$ cat src/inc/isc_defs.vh
// How it works
// - Acknowledge read returns vector, clears accepted flag
// - Program read of zero clears top pending flag
// - Both stack pointers reset to zero
// - No interrupt accepted during first instruction
// - Nonmaskable input accepted once first instruction is done, never disabled
// - Nonmaskable pin level readable as port bit
// - Nonmaskable low forces all-clock-stop bit zero
// - Wait with nonmaskable low halts, clock runs
// - Source change may spuriously set request flag
// - Write after protect unlock clears the unlock bit
// - Stop bit stops clocks; halt enters wait
// - Peripheral clocks stop in wait only if the wait peripheral clock stop bit is set, sub clock runs
// - Main oscillator stop disables crystal output only
// - Ports hold state during wait and stop
`ifndef ISC_DEFS_VH
`define ISC_DEFS_VH
`define ISC_ADDR_W 20
`define ISC_ADDR_ACK 20'h00000
`define ISC_ADDR_CC0 20'h00006
`define ISC_ADDR_CC1 20'h00007
`define ISC_ADDR_PRC 20'h0000A
`define ISC_ADDR_P8 20'h003F0
`define ISC_ADDR_USP 20'h00100
`define ISC_ADDR_ISP 20'h00102
`define ISC_ADDR_IRQ 20'h00104
`define ISC_ADDR_IEN 20'h00106
`define ISC_ADDR_IST 20'h00108
`define ISC_ADDR_ICLR 20'h0010A
`define ISC_ADDR_CFG 20'h0010C
`define ISC_BIT_WPCS 2
`define ISC_BIT_MOSC 5
`define ISC_BIT_ACS 0
`define ISC_BIT_PROTECT_UNLOCK_BIT 2
`define ISC_BIT_P85 5
`define ISC_SP_RST 16'h0000
`define ISC_NMI_VEC 8'hFF
`endif

$ cat src/isc_core.v
`default_nettype none
`include "isc_defs.vh"
module isc_core #(
  parameter NSRC = 8
) (
  input wire core_clk, // CPU clock, 20 MHz
  input wire rstn, // Synchronous reset, active low
  input wire [`ISC_ADDR_W-1:0] addr, // Register address
  input wire [15:0] wdata, // Write data
  input wire wr, // Write strobe
  input wire rd, // Read strobe
  output reg [15:0] rdata, // Read data, cycle after rd
  input wire [NSRC-1:0] src_evt, // Peripheral request pulses
  input wire [NSRC-1:0] src_chg, // Source/polarity/timing changed
  input wire nmi_pin_n, // Nonmaskable pin, active low
  input wire insn_done, // CPU finished an instruction
  input wire halt_insn, // CPU executes halt
  input wire ack, // CPU interrupt acknowledge read
  input wire wake, // Standby exit by interrupt
  output wire irq_req, // Maskable request to CPU
  output wire nmi_req, // Nonmaskable request to CPU
  output reg [7:0] ack_vec_ff, // Accepted number/level
  output wire cpu_clk_en, // CPU clock gate
  output wire per_clk_en, // Peripheral clock gate
  output wire subdiv_clk_en, // Sub clock div32 gate
  output wire xout_en, // Crystal drive enable
  output wire port_hold, // Ports frozen in standby
  output wire stop_mode, // Stop mode active
  output wire wait_mode, // Wait mode active
  output wire int_out // Level interrupt of status
);
  reg [NSRC-1:0] irf_ff, ien_ff;
  reg [15:0] usp_ff, isp_ff;
  reg [7:0] cc0_ff, cc1_ff;
  reg protect_unlock_bit_ff, first_ff, wait_ff, nmi_s1_ff, nmi_s2_ff, nmi_d_ff;
  reg nmi_pend_ff;
  reg [2:0] st_ff, sen_ff;
  wire rd_ack = rd && addr == `ISC_ADDR_ACK;
  wire nmi_low = !nmi_s2_ff;
  wire nmi_fall = nmi_d_ff && !nmi_s2_ff;
  wire [NSRC-1:0] pend = irf_ff & ien_ff;

  // Lowest index wins; returns one-hot of the top pending request
  function [NSRC-1:0] top1;
    input [NSRC-1:0] v;
    begin
      top1 = v & (~v + {{(NSRC-1){1'b0}}, 1'b1});
    end
  endfunction

  function [7:0] enc;
    input [NSRC-1:0] oh;
    integer i;
    begin
      enc = 8'h00;
      for (i = 0; i < NSRC; i = i + 1) begin
        if (oh[i]) enc = i[7:0];
      end
    end
  endfunction

  wire [NSRC-1:0] sel = top1(pend);
  wire [NSRC-1:0] clr_acc = (ack || rd_ack) ? sel : {NSRC{1'b0}};
  wire [NSRC-1:0] clr_sw = (wr && addr == `ISC_ADDR_IRQ) ?
                           ~wdata[NSRC-1:0] : {NSRC{1'b0}};
  // Set wins over any clear in the same cycle
  wire [NSRC-1:0] nxt_irf = (irf_ff & ~clr_acc & ~clr_sw) | src_evt |
                            src_chg;

  assign irq_req = |pend && !first_ff;
  assign nmi_req = nmi_pend_ff && !first_ff;
  wire stop_req = cc1_ff[`ISC_BIT_ACS];
  assign stop_mode = stop_req;
  assign wait_mode = wait_ff;
  // With nonmaskable low, wait only halts the CPU, CPU clock keeps running
  assign cpu_clk_en = !stop_mode && !(wait_ff && !nmi_low);
  assign per_clk_en = !stop_mode &&
                      !(wait_ff && cc0_ff[`ISC_BIT_WPCS]);
  assign subdiv_clk_en = !stop_mode;
  assign xout_en = !cc0_ff[`ISC_BIT_MOSC] && !stop_mode;
  assign port_hold = stop_mode || wait_ff;

  // Status register: bit0 nmi edge, bit1 acknowledge, bit2 stop exit
  wire [2:0] evt = {stop_req && (wake || nmi_fall), ack || rd_ack,
                    nmi_fall};
  wire [2:0] sclr = (wr && addr == `ISC_ADDR_ICLR) ? wdata[2:0] : 3'h0;
  assign int_out = |(st_ff & sen_ff);

  always @(posedge core_clk) begin
    if (!rstn) begin
      irf_ff <= {NSRC{1'b0}};
      ien_ff <= {NSRC{1'b0}};
      usp_ff <= `ISC_SP_RST;
      isp_ff <= `ISC_SP_RST;
      cc0_ff <= 8'h00;
      cc1_ff <= 8'h00;
      protect_unlock_bit_ff <= 1'b0;
      first_ff <= 1'b1;
      wait_ff <= 1'b0;
      nmi_s1_ff <= 1'b1;
      nmi_s2_ff <= 1'b1;
      nmi_d_ff <= 1'b1;
      nmi_pend_ff <= 1'b0;
      st_ff <= 3'h0;
      sen_ff <= 3'h0;
      ack_vec_ff <= 8'h00;
      rdata <= 16'h0000;
    end else begin
      nmi_s1_ff <= nmi_pin_n;
      nmi_s2_ff <= nmi_s1_ff;
      nmi_d_ff <= nmi_s2_ff;
      irf_ff <= nxt_irf;
      st_ff <= (st_ff & ~sclr) | evt;
      if (insn_done) first_ff <= 1'b0;
      // Edge latched even in first instruction, taken right after
      if (nmi_fall) nmi_pend_ff <= 1'b1;
      else if (ack && !first_ff && nmi_pend_ff) nmi_pend_ff <= 1'b0;
      if (ack) ack_vec_ff <= nmi_pend_ff ? `ISC_NMI_VEC : enc(sel);
      if (halt_insn) wait_ff <= 1'b1;
      else if (wake || nmi_fall) wait_ff <= 1'b0;
      // Any write other than to the protect register spends the unlock, including the guarded one
      if (wr) begin
        protect_unlock_bit_ff <= (addr == `ISC_ADDR_PRC) ? wdata[`ISC_BIT_PROTECT_UNLOCK_BIT]
                                          : 1'b0;
      end
      if (wr && addr == `ISC_ADDR_USP) usp_ff <= wdata;
      if (wr && addr == `ISC_ADDR_ISP) isp_ff <= wdata;
      if (wr && addr == `ISC_ADDR_IEN) ien_ff <= wdata[NSRC-1:0];
      if (wr && addr == `ISC_ADDR_CFG) sen_ff <= wdata[2:0];
      if (wr && addr == `ISC_ADDR_CC0 && protect_unlock_bit_ff) cc0_ff <= wdata[7:0];
      if (nmi_low || (stop_req && wake)) begin
        cc1_ff[`ISC_BIT_ACS] <= 1'b0;
      end else if (wr && addr == `ISC_ADDR_CC1 && protect_unlock_bit_ff) begin
        cc1_ff <= wdata[7:0];
      end
      rdata <= 16'h0000;
      if (rd) begin
        case (addr)
          `ISC_ADDR_ACK: rdata <= {8'h00, enc(sel)};
          `ISC_ADDR_CC0: rdata <= {8'h00, cc0_ff};
          `ISC_ADDR_CC1: rdata <= {8'h00, cc1_ff};
          `ISC_ADDR_PRC: rdata <= {13'h0000, protect_unlock_bit_ff, 2'h0};
          `ISC_ADDR_P8: rdata <= {10'h000, nmi_s2_ff, 5'h00};
          `ISC_ADDR_USP: rdata <= usp_ff;
          `ISC_ADDR_ISP: rdata <= isp_ff;
          `ISC_ADDR_IRQ: rdata <= {{(16-NSRC){1'b0}}, irf_ff};
          `ISC_ADDR_IEN: rdata <= {{(16-NSRC){1'b0}}, ien_ff};
          `ISC_ADDR_IST: rdata <= {13'h0000, st_ff};
          `ISC_ADDR_CFG: rdata <= {13'h0000, sen_ff};
          default: rdata <= 16'h0000;
        endcase
      end
    end
  end
endmodule // isc_core
`default_nettype wire

$ cat config.mk
export PLATFORM = sky130hd
export DESIGN_NAME = isc_core
export DESIGN_NICKNAME = d
export VERILOG_FILES = /design/src/isc_core.v
export VERILOG_INCLUDE_DIRS = /design/src /design/src/inc
export SDC_FILE = /design/constraint.sdc
export NUM_CORES = 1
export LEC_CHECK = 0
export ABC_AREA = 1
export BUFFER_PORTS_ARGS = -buffer_cell sky130_fd_sc_hd__buf_4
export CAP_MARGIN = 20
export CORE_MARGIN = 1.5
export CORE_UTILIZATION = 59
export DETAILED_ROUTE_END_ITERATION = 8
export HOLD_SLACK_MARGIN = 0.02
export PLACE_DENSITY = 0.85
export SLEW_MARGIN = 10
export SYNTH_ARGS = -nofsm -noshare
export SYNTH_HDL_FRONTEND = slang
export SYNTH_SLANG_ARGS = --single-unit
$ cat constraint.sdc
create_clock -name core_clk -period 3.75 [get_ports core_clk]
set_input_delay 0 -clock core_clk [delete_from_list [all_inputs] [get_ports core_clk]]
set_output_delay 0 -clock core_clk [all_outputs]
set_load 0.02 [all_outputs]
==> results by group <==
Clock network
  – Worst-path clk slew: 110 ps
  – PostCTS Resize Cnt: 0
  – H-Tree Depth: 3
  – Bufs on Longest Clock Path: 2
  – Later-pin clock latency in the skew report: 370 ps
  – Num CTS Buffers: 9
  – CTS sink cnt: 97
  – CTS tree: yes
  – Clock Tree Root: clkbuf_8

Worst setup path
  – Crit. End Element: flip-flop
  – Startpoint types: primary input
  – Crit path required time: 4070 ps
  – Crit Path Max Fanout: 36
  – Critical path class: in2reg
  – Worst EP arrival: 2600 ps

STA
  – Minimum clock period: 2290 ps
  – Skew final: 13.1 ps
  – RSZ-0062 raised after global routing: false
  – Final Hold Fails: 0
  – Max Freq: 437 MHz
  – Final setup fails: 0
  – Slew margin rel.: 34.6%
  – Slew Viols, Final: 0
  – Fin crit share: 61.0%
  – Total negative setup slack: 0 ps
  – Worst Tran Pin Value: 978 ps

Synthesis
  – Total nets after synthesis: 697
  – Synth top area cells: dfxtp_1, nand2_1, nor2_1
  – Syn Area/Cell: 7.53 sq um
  – EDFF count, synth: 0
  – Post-synth top area share: 40.6%
  – Seq cells post-synth: 97
  – Synth area leader: dfxtp_1
  – Synth warn: 0
  – Synthesized cell area: 4790 sq um
  – Synth Instances: 636
  – Post-synth ARST share: 0%
  – Seq/Total Area, Yosys: 40.6%
  – Ys flop type: dfxtp_1
  – Yosys cell types: 40

Floorplanning
  – Die Y: 93.1 um
  – Core area: 7810 sq um
  – I/O pin count: 95
  – Die W: 93.1 um
  – Initial core utilization: 61.3%
  – Std-Cell Rows: 32
  – Total Die Area: 8660 sq um

Flow run
  – Max-cap viol count: 0

Place
  – Placed insts: 805
  – PortBufs: 94
  – Post-DP HPWL: 9.48 mm
  – GP Congestion: 0.965
  – Placed Area: 5430 sq um

Power and ir drop
  – Clock share of power: 35.7%
  – Gate power share: 10.7%
  – Total power: 1.97 mW
  – Pwr/cell area: 327 nW/um^2
  – P_leak: 2.53 nW
  – Internal power: 1.41 mW
  – NetSw: 557 uW
  – Switching Fraction: 28.3%
  – Seq pwr share: 53.6%
  – VDD IR max: 281 uV

Detailed routing
  – Drt via density: 5.69
  – Initial DRC count: 409
  – Per-cell routed wire length: 16.1 um
  – Routed vias: 4894
  – Number of remaining DRC errors: 0
  – Final WL: 13.9 mm
  – Drt first pass iters: 5
  – Routed Antenna Nets: 0

Finish
  – Post-route cell area: 6020 sq um
  – Finished Layout Cells: 860
  – Synth-to-layout area growth: 25.7%
  – # nets final: 814
  – Fin util: 77.1%
  – Fillers: 562
  – Ant. Diodes: 0
  – Layout cell share with drive strength beyond 1: 23.5%

Global routing
  – Pin count of the biggest net entering global routing: 37
  – Total track usage: 32.7%
  – First-pass GRT wire length: 22.1 mm
  – Initial antenna violation count: 0
  – GRT overflow: 0
  – Vias in the first global route: 4552

Worst hold path
  – Hold Crit Class: in2reg

Outcome
  – Status: completed
==> power groups by stage <==
| stage | combinational (mW) | clock (mW) | sequential (mW) |
|---|---|---|---|
| 2_1_floorplan | 0.0849 | 0 | 1.08 |
| 3_3_place_gp | 0.169 | 0 | 1.08 |
| 3_5_place_dp | 0.172 | 0 | 1.08 |
| 4_1_cts | 0.205 | 0.700 | 1.05 |
| 5_1_grt | 0.225 | 0.749 | 1.06 |
| 6_report | 0.210 | 0.702 | 1.05 |
==> layout by cell type, fill, tap and decap left out, types with 2 or more instances in the layout <==
cell / instances
dfxtp_1: 97
nand3_2: 3
inv_2: 9
dlygate4sd3_1: 39
a21oi_2: 3
nand4_1: 19
nor4_1: 8
nor2_2: 15
o21ai_1: 6
clkinv_4: 3
inv_8: 3
nand3_4: 2
nand2_1: 95
o21ai_0: 43
clkbuf_8: 9
nor2_8: 4
o22ai_1: 4
inv_1: 52
or2_2: 3
a211oi_2: 5
a211oi_1: 9
nor2_1: 85
nand2_4: 2
nand3_1: 32
nand2_2: 5
buf_4: 95
a22oi_1: 8
o211ai_1: 2
nor2_4: 12
nand4_2: 2
a21oi_1: 58
nor3_1: 17
==> cells in the mapped netlist (2+ instances only) <==
master / number
nor2_2: 15
clkbuf_1: 10
inv_1: 52
a21oi_1: 58
a22oi_1: 8
nor2_1: 85
nor3_1: 17
inv_2: 9
nor2_8: 4
dfxtp_1: 97
nand2_2: 5
buf_6: 7
buf_2: 2
or2_2: 3
o211ai_1: 2
a211oi_2: 5
nand4_1: 19
nor4_1: 8
nand4_2: 2
nand3_4: 2
nand2_4: 2
nand3_1: 32
nand2_1: 95
nand3_2: 3
a21oi_2: 3
a211oi_1: 9
buf_4: 8
o21ai_1: 6
nor2_4: 12
o21ai_0: 43
o22ai_1: 4
==> layer usage <==
| layer | GRT usage [%] | share of wire (%) | up-vias |
|---|---|---|---|
| li1 | - | - | 2360 |
| met1 | 43.2 | 43 | 2275 |
| met2 | 55.0 | 48 | 238 |
| met3 | 5.61 | 7.4 | 21 |
| met4 | 9.22 | 1.8 | 0 |
| met5 | 0 | 0 | - |
==> worst max-delay path, stage by stage <==
cell,delay (ps)
dlygate4sd3_1,540
buf_4,310
clkinv_1,540
buf_4,470
a21oi_1,160
dlygate4sd3_1,560
==> final timing paths <==
| path | start | endpoint | slack [ps] | cells past startpoint |
|---|---|---|---|---|
| setup / recovery | rstn | wait_mode | 1460 | 6 |
| hold / removal | wdata[2] | usp_ff[2] | 60 | 5 |
| setup reg to reg | irf_ff[1] | rdata[2] | 1780 | 9 |
| hold reg to reg | nmi_s1_ff | nmi_s2_ff | 430 | 1 |
==> through the flow <==
| stage | hold slack, ps | setup slack, ps |
|---|---|---|
| finish | 60.7 | 1460 |
| global route | 76.1 | 1370 |
| CTS | 47.4 | 1510 |
| detailed placement | 196 | 1740 |
| global placement | 188 | 1720 |
| floorplan | 107 | 2390 |
==> area by class of cell <==
| cell class | instances | area, sq um | area share (%) |
|---|---|---|---|
| Inverter | 63 | 239 | 3.97 |
| Multi-Input combinational cell | 448 | 2410 | 40.0 |
| Clock buffer | 9 | 124 | 2.06 |
| Tap cell | 102 | 128 | 2.12 |
| Clock inverter | 7 | 76.3 | 1.27 |
| Timing Repair Buffer | 134 | 1100 | 18.3 |
| Sequential cell | 97 | 1940 | 32.3 |
==> state kept, by name, indices dropped and copies added, names as in the netlist, 3 cells and up <==
signal      flops
ack_vec_ff      4
usp_ff         16
cc1_ff          8
sen_ff          3
ien_ff          8
st_ff           3
irf_ff          8
rdata          16
isp_ff         16
cc0_ff          8
==> repair_timing <==
| item | in CTS | in global routing |
|---|---|---|
| hold buffers | 39 | 0 |
| hold endpoints to repair | 57 | 0 |
| setup buffers | 0 | 0 |
==> cell families after synthesis <==
logic type             after synthesis  share of synthesized area [%]
AO/OA/AOI/OAI                      143                           17.3
buffers and inverters               91                           9.17
AND/OR/NAND/NOR                    305                           33.0
flip-flops                          97                           40.6
Note: power is estimated with default switching activity, not from simulation.
